[src/itdt_pkg.sv]
// Constants, field layouts and carrier types of the interrupt-triggered transfer controller
package itdt_pkg;
   localparam int CH_IDX_W = 3;
   localparam int REG_AW = 12;

   // Global register byte addresses
   localparam logic [11:0] OFS_VECTOR_BASE = 12'h000;
   localparam logic [11:0] OFS_INDEX_BASE = 12'h004;
   localparam logic [11:0] OFS_OP_CTRL = 12'h008;
   localparam logic [11:0] OFS_SEQ_ENABLE = 12'h00C;
   localparam logic [11:0] OFS_DISP = 12'h010;
   localparam logic [11:0] OFS_STATUS = 12'h014;
   // Channel window: base plus channel times stride, then the word below
   localparam logic [3:0] CH_WIN_TAG = 4'h1;
   localparam int CH_SEL_LSB = 5;
   localparam logic [4:0] CH_MODE_A = 5'h00;
   localparam logic [4:0] CH_MODE_B = 5'h04;
   localparam logic [4:0] CH_MODE_C = 5'h08;
   localparam logic [4:0] CH_SRC = 5'h0C;
   localparam logic [4:0] CH_DST = 5'h10;
   localparam logic [4:0] CH_CRA = 5'h14;
   localparam logic [4:0] CH_CRB = 5'h18;

   // transfer_mode_a fields
   localparam int MA_WB_DISABLE = 0;
   localparam int MA_DISP_EN = 1;
   localparam int MA_SIZE_LSB = 2;
   localparam int MA_SRC_AM_LSB = 4;
   localparam int MA_MODE_LSB = 6;
   // transfer_mode_b fields
   localparam int MB_SEQ_END = 0;
   localparam int MB_INDEX_REF = 1;
   localparam int MB_CHAIN_SEL = 2;
   localparam int MB_RPT_SRC = 3;
   localparam int MB_DST_AM_LSB = 4;
   localparam int MB_IRQ_EACH = 6;
   localparam int MB_CHAIN_EN = 7;
   // transfer_mode_c fields
   localparam int MC_FORWARD = 0;
   // operation_control and sequence_enable fields
   localparam int OC_STOP = 0;
   localparam int OC_SHORT = 1;
   localparam int OC_READ_SKIP = 2;
   localparam int SQ_EN = 0;
   localparam int SQ_TRIG_LSB = 8;

   localparam int VBR_SIGN_BIT = 27;
   localparam int VBR_ZERO_W = 10;
   localparam int SHORT_SIGN_BIT = 23;
   localparam logic [8:0] UNITS_FULL = 9'h100;
   localparam logic [7:0] OC_RESET = 8'h00;
   localparam logic [15:0] SQE_RESET = 16'h0000;
   localparam logic [15:0] DISP_RESET = 16'h0000;

   typedef enum logic [1:0] {MD_NORMAL = 2'b00, MD_REPEAT = 2'b01, MD_BLOCK = 2'b10} itdt_mode_t;
   typedef enum logic [1:0] {AM_FIXED = 2'b00, AM_INC = 2'b10, AM_DEC = 2'b11} itdt_am_t;
   typedef enum logic [1:0] {SZ_BYTE = 2'b00, SZ_HALF = 2'b01, SZ_WORD = 2'b10} itdt_size_t;
   typedef enum logic [2:0] {
      ST_IDLE = 3'b000,
      ST_LOAD = 3'b001,
      ST_READ = 3'b010,
      ST_WRITE = 3'b011,
      ST_STEP = 3'b100,
      ST_SAVE = 3'b101
   } itdt_state_t;

   typedef struct packed {
      logic [7:0] mode_a;
      logic [7:0] mode_b;
      logic [7:0] mode_c;
      logic [31:0] src;
      logic [31:0] dst;
      logic [15:0] transfer_count_a;
      logic [15:0] block_count_b;
   } itdt_info_t;

   typedef struct packed {
      logic req;
      logic we;
      logic [1:0] size;
      logic [31:0] addr;
      logic [31:0] wdata;
   } itdt_mem_req_t;
endpackage : itdt_pkg

[src/itdt_transfer_controller.sv]
// Interrupt-triggered transfer controller: channels, transfer engine and register port
//
// Added by the designer: the placing of the registers and strobed register access.
`timescale 1ns/10ps
module itdt_transfer_controller #(
   parameter int CHW = itdt_pkg::CH_IDX_W
) (
   input wire logic clk,
   input wire logic rst,
   input wire logic [itdt_pkg::REG_AW-1:0] reg_addr,
   input wire logic [31:0] reg_wdata,
   input wire logic reg_we,
   input wire logic reg_re,
   output logic [31:0] reg_rdata,
   input wire logic act_valid,
   input wire logic [CHW-1:0] act_ch,
   output logic act_ready,
   output itdt_pkg::itdt_mem_req_t mem_o,
   input wire logic [31:0] mem_rdata,
   input wire logic mem_ack,
   output logic cpu_irq_req,
   output logic [CHW-1:0] cpu_irq_ch,
   output logic elc_req,
   output logic busy
);
   localparam int NCH = 1 << CHW;

   function automatic logic [31:0] unit_bytes(input logic [1:0] sz);
      unit_bytes = 32'h0000_0001 << sz;
   endfunction : unit_bytes

   function automatic logic [31:0] addr_step(input logic [31:0] a, input logic [1:0] md, input logic [31:0] amt);
      case (md)
         itdt_pkg::AM_INC: addr_step = a + amt;
         itdt_pkg::AM_DEC: addr_step = a - amt;
         default: addr_step = a;
      endcase
   endfunction : addr_step

   function automatic logic [8:0] count8(input logic [7:0] v);
      count8 = (v == 8'h00) ? itdt_pkg::UNITS_FULL : {1'b0, v};
   endfunction : count8

   function automatic logic [31:0] map_addr(input logic [31:0] a, input logic short_mode);
      map_addr = short_mode ? {{8{a[itdt_pkg::SHORT_SIGN_BIT]}}, a[itdt_pkg::SHORT_SIGN_BIT:0]} : a;
   endfunction : map_addr

   itdt_pkg::itdt_info_t info_r [NCH];
   itdt_pkg::itdt_info_t work_r;
   itdt_pkg::itdt_state_t state_r;
   logic [CHW-1:0] ch_r;
   logic [31:0] data_r;
   logic [31:0] vbr_r;
   logic [31:0] ibr_r;
   logic [7:0] opc_r;
   logic [15:0] sqe_r;
   logic [15:0] disp_r;
   logic skip_r;
   logic [CHW-1:0] last_ch_r;
   logic last_ok_r;
   logic seq_run_r;
   logic seq_susp_r;
   logic seq_first_r;
   logic [CHW-1:0] seq_resume_r;
   logic [CHW-1:0] seq_next_r;
   logic seq_next_ok_r;
   logic cpu_irq_req_r;
   logic [CHW-1:0] cpu_irq_ch_r;
   logic elc_req_r;
   logic [31:0] reg_rdata_r;

   // Decoded fields of the working copy
   logic [1:0] wmode;
   logic [1:0] wsize;
   logic [1:0] wsam;
   logic [1:0] wdam;
   logic [7:0] cra_l;
   logic [7:0] cra_h;
   logic [31:0] step;
   logic [31:0] span;
   logic [31:0] disp_ext;
   logic [31:0] src_nxt;
   logic [31:0] dst_nxt;
   logic end_unit;
   logic hit;
   logic chain_go;
   logic [CHW-1:0] ch_next;
   logic accept;
   logic start_seq;
   logic [CHW-1:0] start_ch;
   logic is_ch;
   logic [CHW-1:0] reg_ch;
   logic [4:0] reg_ofs;

   assign wmode = work_r.mode_a[itdt_pkg::MA_MODE_LSB +: 2];
   assign wsize = work_r.mode_a[itdt_pkg::MA_SIZE_LSB +: 2];
   assign wsam = work_r.mode_a[itdt_pkg::MA_SRC_AM_LSB +: 2];
   assign wdam = work_r.mode_b[itdt_pkg::MB_DST_AM_LSB +: 2];
   assign cra_l = work_r.transfer_count_a[7:0];
   assign cra_h = work_r.transfer_count_a[15:8];
   assign step = unit_bytes(wsize);
   assign span = {23'h000000, count8(cra_h)} << wsize;
   assign disp_ext = {{16{disp_r[15]}}, disp_r};
   assign src_nxt = addr_step(work_r.src, wsam, step) + (work_r.mode_a[itdt_pkg::MA_DISP_EN] ? disp_ext : 32'h0);
   assign dst_nxt = addr_step(work_r.dst, wdam, step);
   // A block ends when its unit counter leaves one; other modes end per unit
   assign end_unit = (wmode == itdt_pkg::MD_BLOCK) ? (cra_l == 8'h01) : 1'b1;
   always_comb begin
      case (wmode)
         itdt_pkg::MD_REPEAT: hit = (cra_l == 8'h01);
         itdt_pkg::MD_BLOCK: hit = (work_r.block_count_b == 16'h0001);
         default: hit = (work_r.transfer_count_a == 16'h0001);
      endcase
   end
   assign chain_go = work_r.mode_b[itdt_pkg::MB_CHAIN_EN] && (!work_r.mode_b[itdt_pkg::MB_CHAIN_SEL] || hit);
   assign ch_next = seq_next_ok_r ? seq_next_r : ch_r + 1'b1;

   assign act_ready = (state_r == itdt_pkg::ST_IDLE) && !opc_r[itdt_pkg::OC_STOP];
   assign accept = act_valid && act_ready;
   assign start_seq = sqe_r[itdt_pkg::SQ_EN] && (act_ch == sqe_r[itdt_pkg::SQ_TRIG_LSB +: CHW]);
   assign start_ch = (start_seq && seq_susp_r) ? seq_resume_r : act_ch;

   assign is_ch = (reg_addr[11:8] == itdt_pkg::CH_WIN_TAG);
   assign reg_ch = reg_addr[itdt_pkg::CH_SEL_LSB +: CHW];
   assign reg_ofs = reg_addr[4:0];

   // Transfer sequencing
   always_ff @(posedge clk) begin
      if (rst) begin
         state_r <= itdt_pkg::ST_IDLE;
         ch_r <= '0;
         skip_r <= 1'b0;
      end else begin
         unique case (state_r)
            itdt_pkg::ST_IDLE: begin
               if (accept && !info_r[act_ch].mode_c[itdt_pkg::MC_FORWARD]) begin
                  ch_r <= start_ch;
                  skip_r <= opc_r[itdt_pkg::OC_READ_SKIP] && last_ok_r && (last_ch_r == start_ch);
                  state_r <= itdt_pkg::ST_LOAD;
               end
            end
            itdt_pkg::ST_LOAD: state_r <= itdt_pkg::ST_READ;
            itdt_pkg::ST_READ: if (mem_ack) state_r <= itdt_pkg::ST_WRITE;
            itdt_pkg::ST_WRITE: if (mem_ack) state_r <= itdt_pkg::ST_STEP;
            itdt_pkg::ST_STEP: state_r <= end_unit ? itdt_pkg::ST_SAVE : itdt_pkg::ST_READ;
            itdt_pkg::ST_SAVE: begin
               skip_r <= 1'b0;
               if (seq_run_r && work_r.mode_b[itdt_pkg::MB_SEQ_END]) begin
                  state_r <= itdt_pkg::ST_IDLE;
               end else if (chain_go) begin
                  ch_r <= ch_next;
                  state_r <= itdt_pkg::ST_LOAD;
               end else begin
                  state_r <= itdt_pkg::ST_IDLE;
               end
            end
            default: state_r <= itdt_pkg::ST_IDLE;
         endcase
      end
   end

   // Working copy of the active channel's transfer information
   always_ff @(posedge clk) begin
      if (rst) begin
         work_r <= '0;
         data_r <= '0;
      end else begin
         if (state_r == itdt_pkg::ST_LOAD && !skip_r) begin
            work_r <= info_r[ch_r];
         end
         if (state_r == itdt_pkg::ST_READ && mem_ack) begin
            data_r <= mem_rdata;
         end
         if (state_r == itdt_pkg::ST_STEP) begin
            work_r.src <= src_nxt;
            work_r.dst <= dst_nxt;
            unique case (wmode)
               itdt_pkg::MD_REPEAT: begin
                  work_r.transfer_count_a[7:0] <= (cra_l == 8'h01) ? cra_h : cra_l - 8'h01;
                  if (cra_l == 8'h01) begin
                     if (work_r.mode_b[itdt_pkg::MB_RPT_SRC]) work_r.src <= addr_step(src_nxt, wsam, -span);
                     else work_r.dst <= addr_step(dst_nxt, wdam, -span);
                  end
               end
               itdt_pkg::MD_BLOCK: begin
                  work_r.transfer_count_a[7:0] <= end_unit ? cra_h : cra_l - 8'h01;
                  if (end_unit) begin
                     work_r.block_count_b <= work_r.block_count_b - 16'h0001;
                     if (work_r.mode_b[itdt_pkg::MB_RPT_SRC]) work_r.src <= addr_step(src_nxt, wsam, -span);
                     else work_r.dst <= addr_step(dst_nxt, wdam, -span);
                  end
               end
               default: work_r.transfer_count_a <= work_r.transfer_count_a - 16'h0001;
            endcase
         end
      end
   end

   // Sequence tracking
   always_ff @(posedge clk) begin
      if (rst) begin
         seq_run_r <= 1'b0;
         seq_susp_r <= 1'b0;
         seq_first_r <= 1'b0;
         seq_resume_r <= '0;
         seq_next_r <= '0;
         seq_next_ok_r <= 1'b0;
      end else begin
         if (state_r == itdt_pkg::ST_IDLE && accept && start_seq) begin
            seq_run_r <= 1'b1;
            seq_first_r <= !seq_susp_r;
            seq_next_ok_r <= 1'b0;
         end
         if (state_r == itdt_pkg::ST_READ && mem_ack && seq_run_r && seq_first_r) begin
            seq_first_r <= 1'b0;
            if (work_r.mode_b[itdt_pkg::MB_INDEX_REF]) begin
               seq_next_r <= mem_rdata[CHW-1:0];
               seq_next_ok_r <= 1'b1;
            end
         end
         if (state_r == itdt_pkg::ST_SAVE) begin
            if (chain_go) seq_next_ok_r <= 1'b0;
            if (seq_run_r && work_r.mode_b[itdt_pkg::MB_SEQ_END]) begin
               seq_run_r <= 1'b0;
               seq_susp_r <= 1'b0;
            end else if (seq_run_r && !chain_go) begin
               seq_run_r <= 1'b0;
               seq_susp_r <= 1'b1;
               seq_resume_r <= ch_next;
            end
         end
      end
   end

   // Stored transfer information: software writes and engine write-back
   always_ff @(posedge clk) begin
      if (rst) begin
         for (int i = 0; i < NCH; i++) info_r[i] <= '0;
         last_ok_r <= 1'b0;
         last_ch_r <= '0;
      end else begin
         if (state_r == itdt_pkg::ST_SAVE) begin
            last_ok_r <= 1'b1;
            last_ch_r <= ch_r;
            if (!work_r.mode_a[itdt_pkg::MA_WB_DISABLE]) begin
               info_r[ch_r].transfer_count_a <= work_r.transfer_count_a;
               info_r[ch_r].block_count_b <= work_r.block_count_b;
               if (wsam != itdt_pkg::AM_FIXED) info_r[ch_r].src <= work_r.src;
               if (wdam != itdt_pkg::AM_FIXED) info_r[ch_r].dst <= work_r.dst;
            end
         end
         if (reg_we && is_ch) begin
            last_ok_r <= 1'b0;
            case (reg_ofs)
               itdt_pkg::CH_MODE_A: info_r[reg_ch].mode_a <= reg_wdata[7:0];
               itdt_pkg::CH_MODE_B: info_r[reg_ch].mode_b <= reg_wdata[7:0];
               itdt_pkg::CH_MODE_C: info_r[reg_ch].mode_c <= reg_wdata[7:0];
               itdt_pkg::CH_SRC: info_r[reg_ch].src <= reg_wdata;
               itdt_pkg::CH_DST: info_r[reg_ch].dst <= reg_wdata;
               itdt_pkg::CH_CRA: info_r[reg_ch].transfer_count_a <= reg_wdata[15:0];
               itdt_pkg::CH_CRB: info_r[reg_ch].block_count_b <= reg_wdata[15:0];
               default: ;
            endcase
         end
      end
   end

   // Global registers
   always_ff @(posedge clk) begin
      if (rst) begin
         vbr_r <= '0;
         ibr_r <= '0;
         opc_r <= itdt_pkg::OC_RESET;
         sqe_r <= itdt_pkg::SQE_RESET;
         disp_r <= itdt_pkg::DISP_RESET;
      end else if (reg_we && !is_ch) begin
         case (reg_addr)
            itdt_pkg::OFS_VECTOR_BASE: vbr_r <= {{4{reg_wdata[itdt_pkg::VBR_SIGN_BIT]}},
               reg_wdata[itdt_pkg::VBR_SIGN_BIT:itdt_pkg::VBR_ZERO_W], {itdt_pkg::VBR_ZERO_W{1'b0}}};
            itdt_pkg::OFS_INDEX_BASE: ibr_r <= reg_wdata;
            itdt_pkg::OFS_OP_CTRL: opc_r <= reg_wdata[7:0];
            itdt_pkg::OFS_SEQ_ENABLE: sqe_r <= reg_wdata[15:0];
            itdt_pkg::OFS_DISP: disp_r <= reg_wdata[15:0];
            default: ;
         endcase
      end
   end

   // Register read port, data one cycle after the strobe
   always_ff @(posedge clk) begin
      if (rst) begin
         reg_rdata_r <= '0;
      end else begin
         reg_rdata_r <= '0;
         if (reg_re && is_ch) begin
            case (reg_ofs)
               itdt_pkg::CH_MODE_A: reg_rdata_r <= {24'h000000, info_r[reg_ch].mode_a};
               itdt_pkg::CH_MODE_B: reg_rdata_r <= {24'h000000, info_r[reg_ch].mode_b};
               itdt_pkg::CH_MODE_C: reg_rdata_r <= {24'h000000, info_r[reg_ch].mode_c};
               itdt_pkg::CH_SRC: reg_rdata_r <= info_r[reg_ch].src;
               itdt_pkg::CH_DST: reg_rdata_r <= info_r[reg_ch].dst;
               itdt_pkg::CH_CRA: reg_rdata_r <= {16'h0000, info_r[reg_ch].transfer_count_a};
               itdt_pkg::CH_CRB: reg_rdata_r <= {16'h0000, info_r[reg_ch].block_count_b};
               default: reg_rdata_r <= '0;
            endcase
         end else if (reg_re) begin
            case (reg_addr)
               itdt_pkg::OFS_VECTOR_BASE: reg_rdata_r <= vbr_r;
               itdt_pkg::OFS_INDEX_BASE: reg_rdata_r <= ibr_r;
               itdt_pkg::OFS_OP_CTRL: reg_rdata_r <= {24'h000000, opc_r};
               itdt_pkg::OFS_SEQ_ENABLE: reg_rdata_r <= {16'h0000, sqe_r};
               itdt_pkg::OFS_DISP: reg_rdata_r <= {16'h0000, disp_r};
               itdt_pkg::OFS_STATUS: reg_rdata_r <= {16'h0000, 5'h00, seq_run_r, seq_susp_r,
                  1'b0, 5'(ch_r), 3'(state_r)};
               default: reg_rdata_r <= '0;
            endcase
         end
      end
   end

   // Outgoing interrupt and event link pulses
   always_ff @(posedge clk) begin
      if (rst) begin
         cpu_irq_req_r <= 1'b0;
         cpu_irq_ch_r <= '0;
         elc_req_r <= 1'b0;
      end else begin
         cpu_irq_req_r <= 1'b0;
         elc_req_r <= 1'b0;
         if (state_r == itdt_pkg::ST_IDLE && accept && info_r[act_ch].mode_c[itdt_pkg::MC_FORWARD]) begin
            cpu_irq_req_r <= 1'b1;
            cpu_irq_ch_r <= act_ch;
         end
         if (state_r == itdt_pkg::ST_STEP && end_unit) begin
            elc_req_r <= 1'b1;
            if (work_r.mode_b[itdt_pkg::MB_IRQ_EACH] || hit) begin
               cpu_irq_req_r <= 1'b1;
               cpu_irq_ch_r <= ch_r;
            end
         end
      end
   end

   always_comb begin
      mem_o.req = (state_r == itdt_pkg::ST_READ) || (state_r == itdt_pkg::ST_WRITE);
      mem_o.we = (state_r == itdt_pkg::ST_WRITE);
      mem_o.size = wsize;
      mem_o.addr = map_addr((state_r == itdt_pkg::ST_WRITE) ? work_r.dst : work_r.src, opc_r[itdt_pkg::OC_SHORT]);
      mem_o.wdata = data_r;
   end

   assign reg_rdata = reg_rdata_r;
   assign cpu_irq_req = cpu_irq_req_r;
   assign cpu_irq_ch = cpu_irq_ch_r;
   assign elc_req = elc_req_r;
   assign busy = (state_r != itdt_pkg::ST_IDLE);

   property p_normal_one;
      @(posedge clk) disable iff (rst)
      (state_r == itdt_pkg::ST_STEP && wmode == itdt_pkg::MD_NORMAL) |=> (state_r == itdt_pkg::ST_SAVE);
   endproperty
   a_normal_one: assert property (p_normal_one) else $error("normal mode moved more than one unit");

   property p_normal_dec;
      @(posedge clk) disable iff (rst)
      (state_r == itdt_pkg::ST_STEP && wmode == itdt_pkg::MD_NORMAL) |=> (work_r.transfer_count_a == $past(work_r.transfer_count_a) - 16'h0001);
   endproperty
   a_normal_dec: assert property (p_normal_dec) else $error("counter did not decrement by one");

   property p_repeat_reload;
      @(posedge clk) disable iff (rst)
      (state_r == itdt_pkg::ST_STEP && wmode == itdt_pkg::MD_REPEAT && cra_l == 8'h01) |=> (cra_l == cra_h);
   endproperty
   a_repeat_reload: assert property (p_repeat_reload) else $error("repeat counter not reloaded");

   property p_block_loop;
      @(posedge clk) disable iff (rst)
      (state_r == itdt_pkg::ST_STEP && wmode == itdt_pkg::MD_BLOCK && cra_l != 8'h01)
         |=> (state_r == itdt_pkg::ST_READ && mem_o.req && !mem_o.we);
   endproperty
   a_block_loop: assert property (p_block_loop) else $error("block ended early");

   property p_event_link;
      @(posedge clk) disable iff (rst)
      (state_r == itdt_pkg::ST_STEP) |=> (elc_req == $past(end_unit));
   endproperty
   a_event_link: assert property (p_event_link) else $error("event link pulse wrong");

   property p_chain_always;
      @(posedge clk) disable iff (rst)
      (state_r == itdt_pkg::ST_SAVE && !seq_run_r && work_r.mode_b[itdt_pkg::MB_CHAIN_EN]
         && !work_r.mode_b[itdt_pkg::MB_CHAIN_SEL]) |=> (state_r == itdt_pkg::ST_LOAD);
   endproperty
   a_chain_always: assert property (p_chain_always) else $error("chain not taken");

   property p_short_space;
      @(posedge clk) disable iff (rst)
      (mem_o.req && opc_r[itdt_pkg::OC_SHORT]) |-> (mem_o.addr[31:23] == 9'h000 || mem_o.addr[31:23] == 9'h1FF);
   endproperty
   a_short_space: assert property (p_short_space) else $error("short address outside its space");

   property p_wb_disable;
      @(posedge clk) disable iff (rst)
      (state_r == itdt_pkg::ST_SAVE && work_r.mode_a[itdt_pkg::MA_WB_DISABLE] && !reg_we)
         |=> (info_r[$past(ch_r)] == $past(info_r[ch_r]));
   endproperty
   a_wb_disable: assert property (p_wb_disable) else $error("write-back happened while disabled");

   property p_vbr_read;
      @(posedge clk) disable iff (rst)
      (reg_re && reg_addr == itdt_pkg::OFS_VECTOR_BASE)
         |=> (reg_rdata[9:0] == 10'h000 && reg_rdata[31:28] == {4{reg_rdata[27]}});
   endproperty
   a_vbr_read: assert property (p_vbr_read) else $error("vector base read malformed");

   property p_stop;
      @(posedge clk) disable iff (rst)
      opc_r[itdt_pkg::OC_STOP] && (state_r == itdt_pkg::ST_IDLE) |=> (state_r == itdt_pkg::ST_IDLE);
   endproperty
   a_stop: assert property (p_stop) else $error("request taken in module stop");
endmodule : itdt_transfer_controller

[config.mk]
export PLATFORM = sky130hd
export DESIGN_NAME = itdt_transfer_controller
export DESIGN_NICKNAME = d
export VERILOG_FILES = /design/src/itdt_pkg.sv /design/src/itdt_transfer_controller.sv
export SDC_FILE = /design/constraint.sdc
export NUM_CORES = 2
export LEC_CHECK = 0
export BUFFER_PORTS_ARGS = -buffer_cell sky130_fd_sc_hd__buf_2
export CORE_MARGIN = 4
export CORE_UTILIZATION = 40
export DETAILED_ROUTE_END_ITERATION = 10
export PLACE_DENSITY = 0.61
export SYNTH_ARGS = -nofsm -noshare
export SYNTH_HDL_FRONTEND = slang
export SYNTH_SLANG_ARGS = --single-unit
[constraint.sdc]
create_clock -name clk -period 18.9 [get_ports clk]
set_input_delay 0.945 -clock clk [delete_from_list [all_inputs] [get_ports clk]]
set_output_delay 0.945 -clock clk [all_outputs]
set_load 0.1 [all_outputs]
-- Yosys cells after proc, flatten, opt, wreduce, memory -nomap -nowiden
Memories as Yosys holds them, arrays and structs flattened. A register that Yosys moved wholly into a read port is not among the register bits.
Index checks and enable logic that the tools add are counted.
Widths: inputs -> output; s select.
- logic and storage cells: 248
- bits in registers: 292
- output and inout bits: 107
- RAM bits: 960
- input port bits: 85
- memories: 1
- reduce and logical (&&, ||, !) cells: 57
- bitwise gates (word level): 1
- $add $sub $neg: 14
- shifts and indexed selects: 2
- equal/unequal tests: 33
- muxes and demuxes: 112
- memories (memory ; words ; bits a word ; read ports ; clocked after memory_dff ; write ports ; RTL line ; text):
    info_r ; 8 ; 120 ; 3 ; 1 ; 8 ; itdt_transfer_controller.sv:48 ; itdt_pkg::itdt_info_t info_r [NCH];
- operators by type and width (kind ; number):
    $pmux 32 s2 ; 4
    $mux 120 ; 2
    $reduce_or 120->1 ; 2
    $mux 32 ; 7
    $pmux 32 s7 ; 1
    $mux 96 ; 2
    $pmux 32 s6 ; 1
    $add 32x32->32 ; 5
    $mux 64 ; 2
    $pmux 64 s2 ; 1
    $sub 32x32->32 ; 4
    $mux 1 ; 63
    $mux 3 ; 16
    $eq 16x1->1 const B ; 2
    $mux 16 ; 2
    $neg 32->32 ; 1
    $shl 1x2->32 const A ; 1
    $shl 9x2->32 ; 1
    $sub 16x1->16 const B ; 2
    $eq 12x4->1 const B ; 2
    $eq 12x5->1 const B ; 2
    $mux 8 ; 3
    $logic_and 1x1->1 ; 21
    $pmux 3 s6 ; 1
    other kinds (35) ; 71

-- Longest topological paths before layout
- word-level depth: 10
- gate-level depth with buffers: 36
- gate-level depth less buffers: 35

-- Least setup slack after synthesis
No wires, ideal clock.
- path kind: register -> register
- start point: register work_r[117] in the netlist's numbering
- end point: register work_r[95] in the netlist's numbering
- buffers on the path: 1
- data arrival time: 7291 ps
- library setup time: 79 ps
- clock period less this slack: 7370 ps
- data required time: 18821 ps
- setup slack: 11530 ps
- cell stages (with the launch flop): 34
- cells stage by stage: dfxtp_1 clkbuf_1 nand2_1 clkinv_1 a21oi_1 inv_1 ha_1 nand2b_1 a21oi_1 o311ai_0 a21oi_1 o41ai_1 a21boi_0 or2_2 a21o_1 a21oi_1 xnor2_1 mux2_2 ha_1 a21o_1 a21o_1 a21oi_1 o21a_1 xnor2_1 ha_1 nand2_1 o21ai_0 inv_1 o311ai_0 o211ai_1 o31ai_1 xor2_1 a211o_1 o211ai_1
- word-level cells in the longest chain between the ends: 9
- elaborated cells on any way between the ends: 12
- those cells by class: 3 x add/sub; 2 x eq/ne; 7 x mux
- ends and longest elaborated chain (item ; RTL line ; text):
    from (decl) ; itdt_transfer_controller.sv:49 ; itdt_pkg::itdt_info_t work_r;
    from (signal assigned) ; itdt_transfer_controller.sv:169 ; work_r <= info_r[ch_r];
    $eq 2x2->1 ; itdt_transfer_controller.sv:33 ; case (md)
    $pmux 32 s2 ; itdt_transfer_controller.sv:33 ;
    $add 32x32->32 ; itdt_transfer_controller.sv:104 ; assign src_nxt = addr_step(work_r.src, wsam, step) + (work_r.mode_a[itdt_pkg::MA_DISP_EN] ? disp_ext : 32'h0);
    $sub 32x32->32 / $add 32x32->32 (equally long branches) ; itdt_transfer_controller.sv:35, itdt_transfer_controller.sv:34 ;
    $pmux 32 s2 ; itdt_transfer_controller.sv:33 ;
    $mux 32 ; itdt_transfer_controller.sv:181 ; if (work_r.mode_b[itdt_pkg::MB_RPT_SRC]) work_r.src <= addr_step(src_nxt, wsam, -span);
    $mux 64, on equally long branches ; itdt_transfer_controller.sv:187, itdt_transfer_controller.sv:180 ;
    $pmux 64 s2 * ; itdt_transfer_controller.sv:177 ; unique case (wmode)
    $mux 96 * ; itdt_transfer_controller.sv:174 ; if (state_r == itdt_pkg::ST_STEP) begin
Every way passes the cells marked *; elsewhere a longest branch is shown, timed or not.
A chain may end at the register's enable or synchronous reset.

-- Worst setup path after layout
- start point: register work_r[116] in the netlist's numbering
- end point: register work_r[95] in the netlist's numbering
The elaborated chain is that of the path after synthesis.

==> results summary <==
The run finished with clean final reports. The per-instance average area after synthesis is 9.17 sq um. The number of DRC violations after detailed-routing iteration 0 is 10,900. The total negative slack came out at 0 ns. STA classifies the critical path startpoint as a flip-flop. The number of top-level pins came out at 192. The width of the die came out at 447 microns.

The number of hold violations in the final report is 0. The number of instances in the placed design is 10,500. Setup violations remaining at the end of the flow were counted as 0. The share of cells above drive strength 1 came out at 12.8%. The number of H-tree levels came out at 4. After detailed routing, the number of remaining DRC violations is 0. The number of different library cells in the post-synthesis netlist came out at 84.

The capture point of the worst path is work_r[95]. The worst reg-to-reg setup slack came out at 10.23 ns. The number of buffers added on ports came out at 191. In the layout the commonest cells are nand2_1, edfxtp_1, o21ai_0.

When the netlist entered floorplanning its net count stood at 8,644. The cell count of the worst reg-to-reg path is 30. The pin count of the biggest net entering global routing came out at 100. The worst setup path is captured at a flip-flop. The clock latency reported for the late side of the worst-skew pair came out at about 0.85 ns.

The initial antenna violation count came out at 33. The clock tree skew after final layout is 0.0456 ns. The most numerous cell type found on the critical path is o21ai_0. The overall die height is 447 microns.

The leakage dissipation is about 29 nW. For this configuration, the core starts out at a cell density of 40.3%. Across the run, the number of max-cap violations was 0.

Among all flip-flop cells after synthesis, the most frequent one is edfxtp_1. In this run the tightest slew margin relative to its limit is under 10%. The combined area of all synthesized cells is 76,900 sq um.

The placement-stage worst setup slack is 10.53 ns. The number of buffers between clock root and the deepest sink is 3. The routed design has approximately 340 mm of wire. After floorplanning, the core was divided into between 150 and 200 placement rows. The startpoint of the worst register-to-register path is work_r[116]. After technology mapping, the gate count stands at between 8,000 and 9,000. Clock-pin slew was measured on the worst setup and hold paths at 0.07 ns. Using the TritonRoute via totals, the vias-per-cell ratio works out to 6.56. The number of gates resized after CTS came out at 0. The number of warnings issued by yosys came out at 0. The type of the setup path with the least slack is reg2reg.

The largest single stage delay on the critical path is about 0.72 ns. The total count of max-transition violations in the final report came out at 0. The global-route congestion overflow total came out at 0.

Tracing the worst setup path back leads to its startpoint at work_r[116]. The number of buffers inserted for hold repair after clock tree synthesis came out at 0. The number of search-and-repair iterations in the first detailed-routing pass is 8. The total power is approximately 10 mW. The CTS tree is built. The number of vias after detailed routing came out at 70,500. The power density over the cells is 122 nW/um^2. The count of placed standard cells in the final layout, fillers left out came out at 10,700. The final worst-path cycle share came out at between 40% and 50%. The routed length per instance is 31.2 microns. Setup repair after global routing left no endpoint under its margin. The core region is 191,000 sq um. The number of global-route vias before repair came out at 66,000. The final worst setup slack came out at about 10 ns. The fraction of synthesis flops using an asynchronous set or reset pin is 0%. The arrival time at the worst endpoint is 9.37 ns. The die area is roughly 200,000 sq um. The total routing resource utilization after global routing is between 30% and 40%.

The time the worst path needs with I/O delays and setup came out at 8.67 ns. The worst-margin pin slew is between 1 and 1.5 ns. The first-pass GRT wire length is 475 mm. The number of enable flip-flop cells after synthesis came out at 960.

The clock drives 1,255 sinks. The slowest cell on the critical path is dfxtp_1. The number of synthesized register bits came out at 1,255. The worst hold path belongs to the class in2reg.

The HPWL after detailed placement is approximately 210 mm. The library cell used most frequently in the layout, excluding fill and tap cells, is nand2_1. The fmax is 115 MHz. At the end of routability-driven placement, the weighted congestion stood at 1.00. The buffers inserted during post-CTS setup optimization is 0. In this run the critical register-to-register path is captured at work_r[95]. The worst-case IR drop observed on VDD is 0.000104 V. In this run the worst path has a maximum fanout of 22. The remaining number of nets flagged by the antenna check after routing came out at 0. Buffers inserted during clock tree synthesis total 140. The layout overhead on the synthesized area came out at 10.3%.

CTS placed an instance of clkbuf_16 at the clock tree root. At the worst endpoint, the required time is 19.59 ns. The share of the yosys chip area belonging to registers is 45.2%. Once layout is complete, the utilization of the core stands at 44.5%. The count of nets after finishing is around 8,400.
worst max-delay path, delay by kind of cell (launching register included):
kind | cells | cell delay, ns
compound gates | 17 | 4.77
xor+xnor | 3 | 0.58
fa+ha+maj | 3 | 0.95
buf+inv | 1 | 0.28
flops | 1 | 0.72
mux | 1 | 0.27
simple gates | 5 | 0.98
worst min path at each step:
stage / cells after the start / from / slack, ns / to
after detailed placement: 2 / data_r[9] / 0.44 / data_r[9]
after CTS: 3 / mem_rdata[7] / 0.29 / data_r[7]
after global routing: 3 / mem_rdata[14] / 0.32 / data_r[14]
final: 3 / mem_rdata[14] / 0.33 / data_r[14]
after floorplan: 2 / ibr_r[8] / 0.44 / ibr_r[8]
after global placement: 2 / data_r[5] / 0.44 / data_r[5]
state kept, by name, summed over array words and instances (netlist names), 8 cells and up, named ones only:
name       cells
info_r       960
work_r        90
data_r        32
ibr_r         32
reg_rdata     32
vbr_r         18
disp_r        16
sqe_r         16
cra_h          8
cra_l          8
opc_r          8
power breakdown:
part | internal [mW] | switching (mW)
Combinational | 1.41 | 2.60
Sequential | 3.12 | 0.315
Clock | 1.62 | 1.26
metal layers:
metal | global-route usage, % | vias to the layer above | part of all wire [%]
met5 | 0 | - | 0.030
met4 | 19.6 | 18 | 6.8
met3 | 10.4 | 1144 | 14
met2 | 48.2 | 5462 | 43
met1 | 41.8 | 33800 | 36
li1 | - | 30100 | -
synth_stat cells, types with 17 or more instances:
cell type / number / share of area [%]
nand2_1: 2080 / 10
edfxtp_1: 960 / 37
o21ai_0: 918 / 6.0
clkbuf_1: 749 / 3.7
nor2_1: 377 / 1.8
a21oi_1: 374 / 2.4
a22oi_1: 305 / 3.0
dfxtp_1: 295 / 7.7
mux4_2: 229 / 6.7
ha_1: 165 / 2.7
and3_1: 155 / 1.3
a221oi_1: 146 / 1.7
a31oi_1: 141 / 1.1
xnor2_1: 135 / 1.5
mux2i_1: 129 / 1.7
a22o_1: 106 / 1.2
nor3_1: 94 / 0.61
and2_1: 91 / 0.74
buf_1: 91 / 0.44
a21o_1: 83 / 0.81
inv_1: 80 / 0.39
a211oi_1: 69 / 0.67
nand3_1: 65 / 0.42
mux2_2: 56 / 0.82
or3_1: 54 / 0.44
xor2_1: 47 / 0.54
o21a_1: 35 / 0.34
nand2b_1: 26 / 0.21
o211ai_1: 25 / 0.24
nand4_1: 22 / 0.18
nor2b_1: 21 / 0.17
or2_2: 19 / 0.15
nor4_1: 17 / 0.14
o21bai_1: 17 / 0.17
layout make-up:
class / instances / area (sq um)
Fill cell: 18000 / 106000
Tap cell: 2511 / 3140
Clock inverter: 85 / 950
Sequential cell: 1255 / 34700
Clock buffer: 176 / 3790
Inverter: 83 / 312
Timing Repair Buffer: 411 / 2690
Antenna cell: 20 / 50.0
Multi-Input combinational cell: 6207 / 39100
kinds of logic after synthesis:
kind of cell,count (synthesis),share of synthesized area (%)
xor gates and xnor gates,183,2.09
adders and majority gates,170,2.81
muxes,414,9.20
and+or+nand+nor,3076,16.9
buffers and inverters,927,4.54
AOI/OAI and AO/OA,2364,19.3
DFF,1255,45.2
metrics by stage:
stage	cell area, sq um	hold slack, ns
final	84800	0.328
after CTS	84800	0.291
after global placement	80000	0.439
after global routing	84800	0.320
after floorplan	76900	0.436
after detailed placement	80000	0.445
Power figures use the tool's default switching activity.
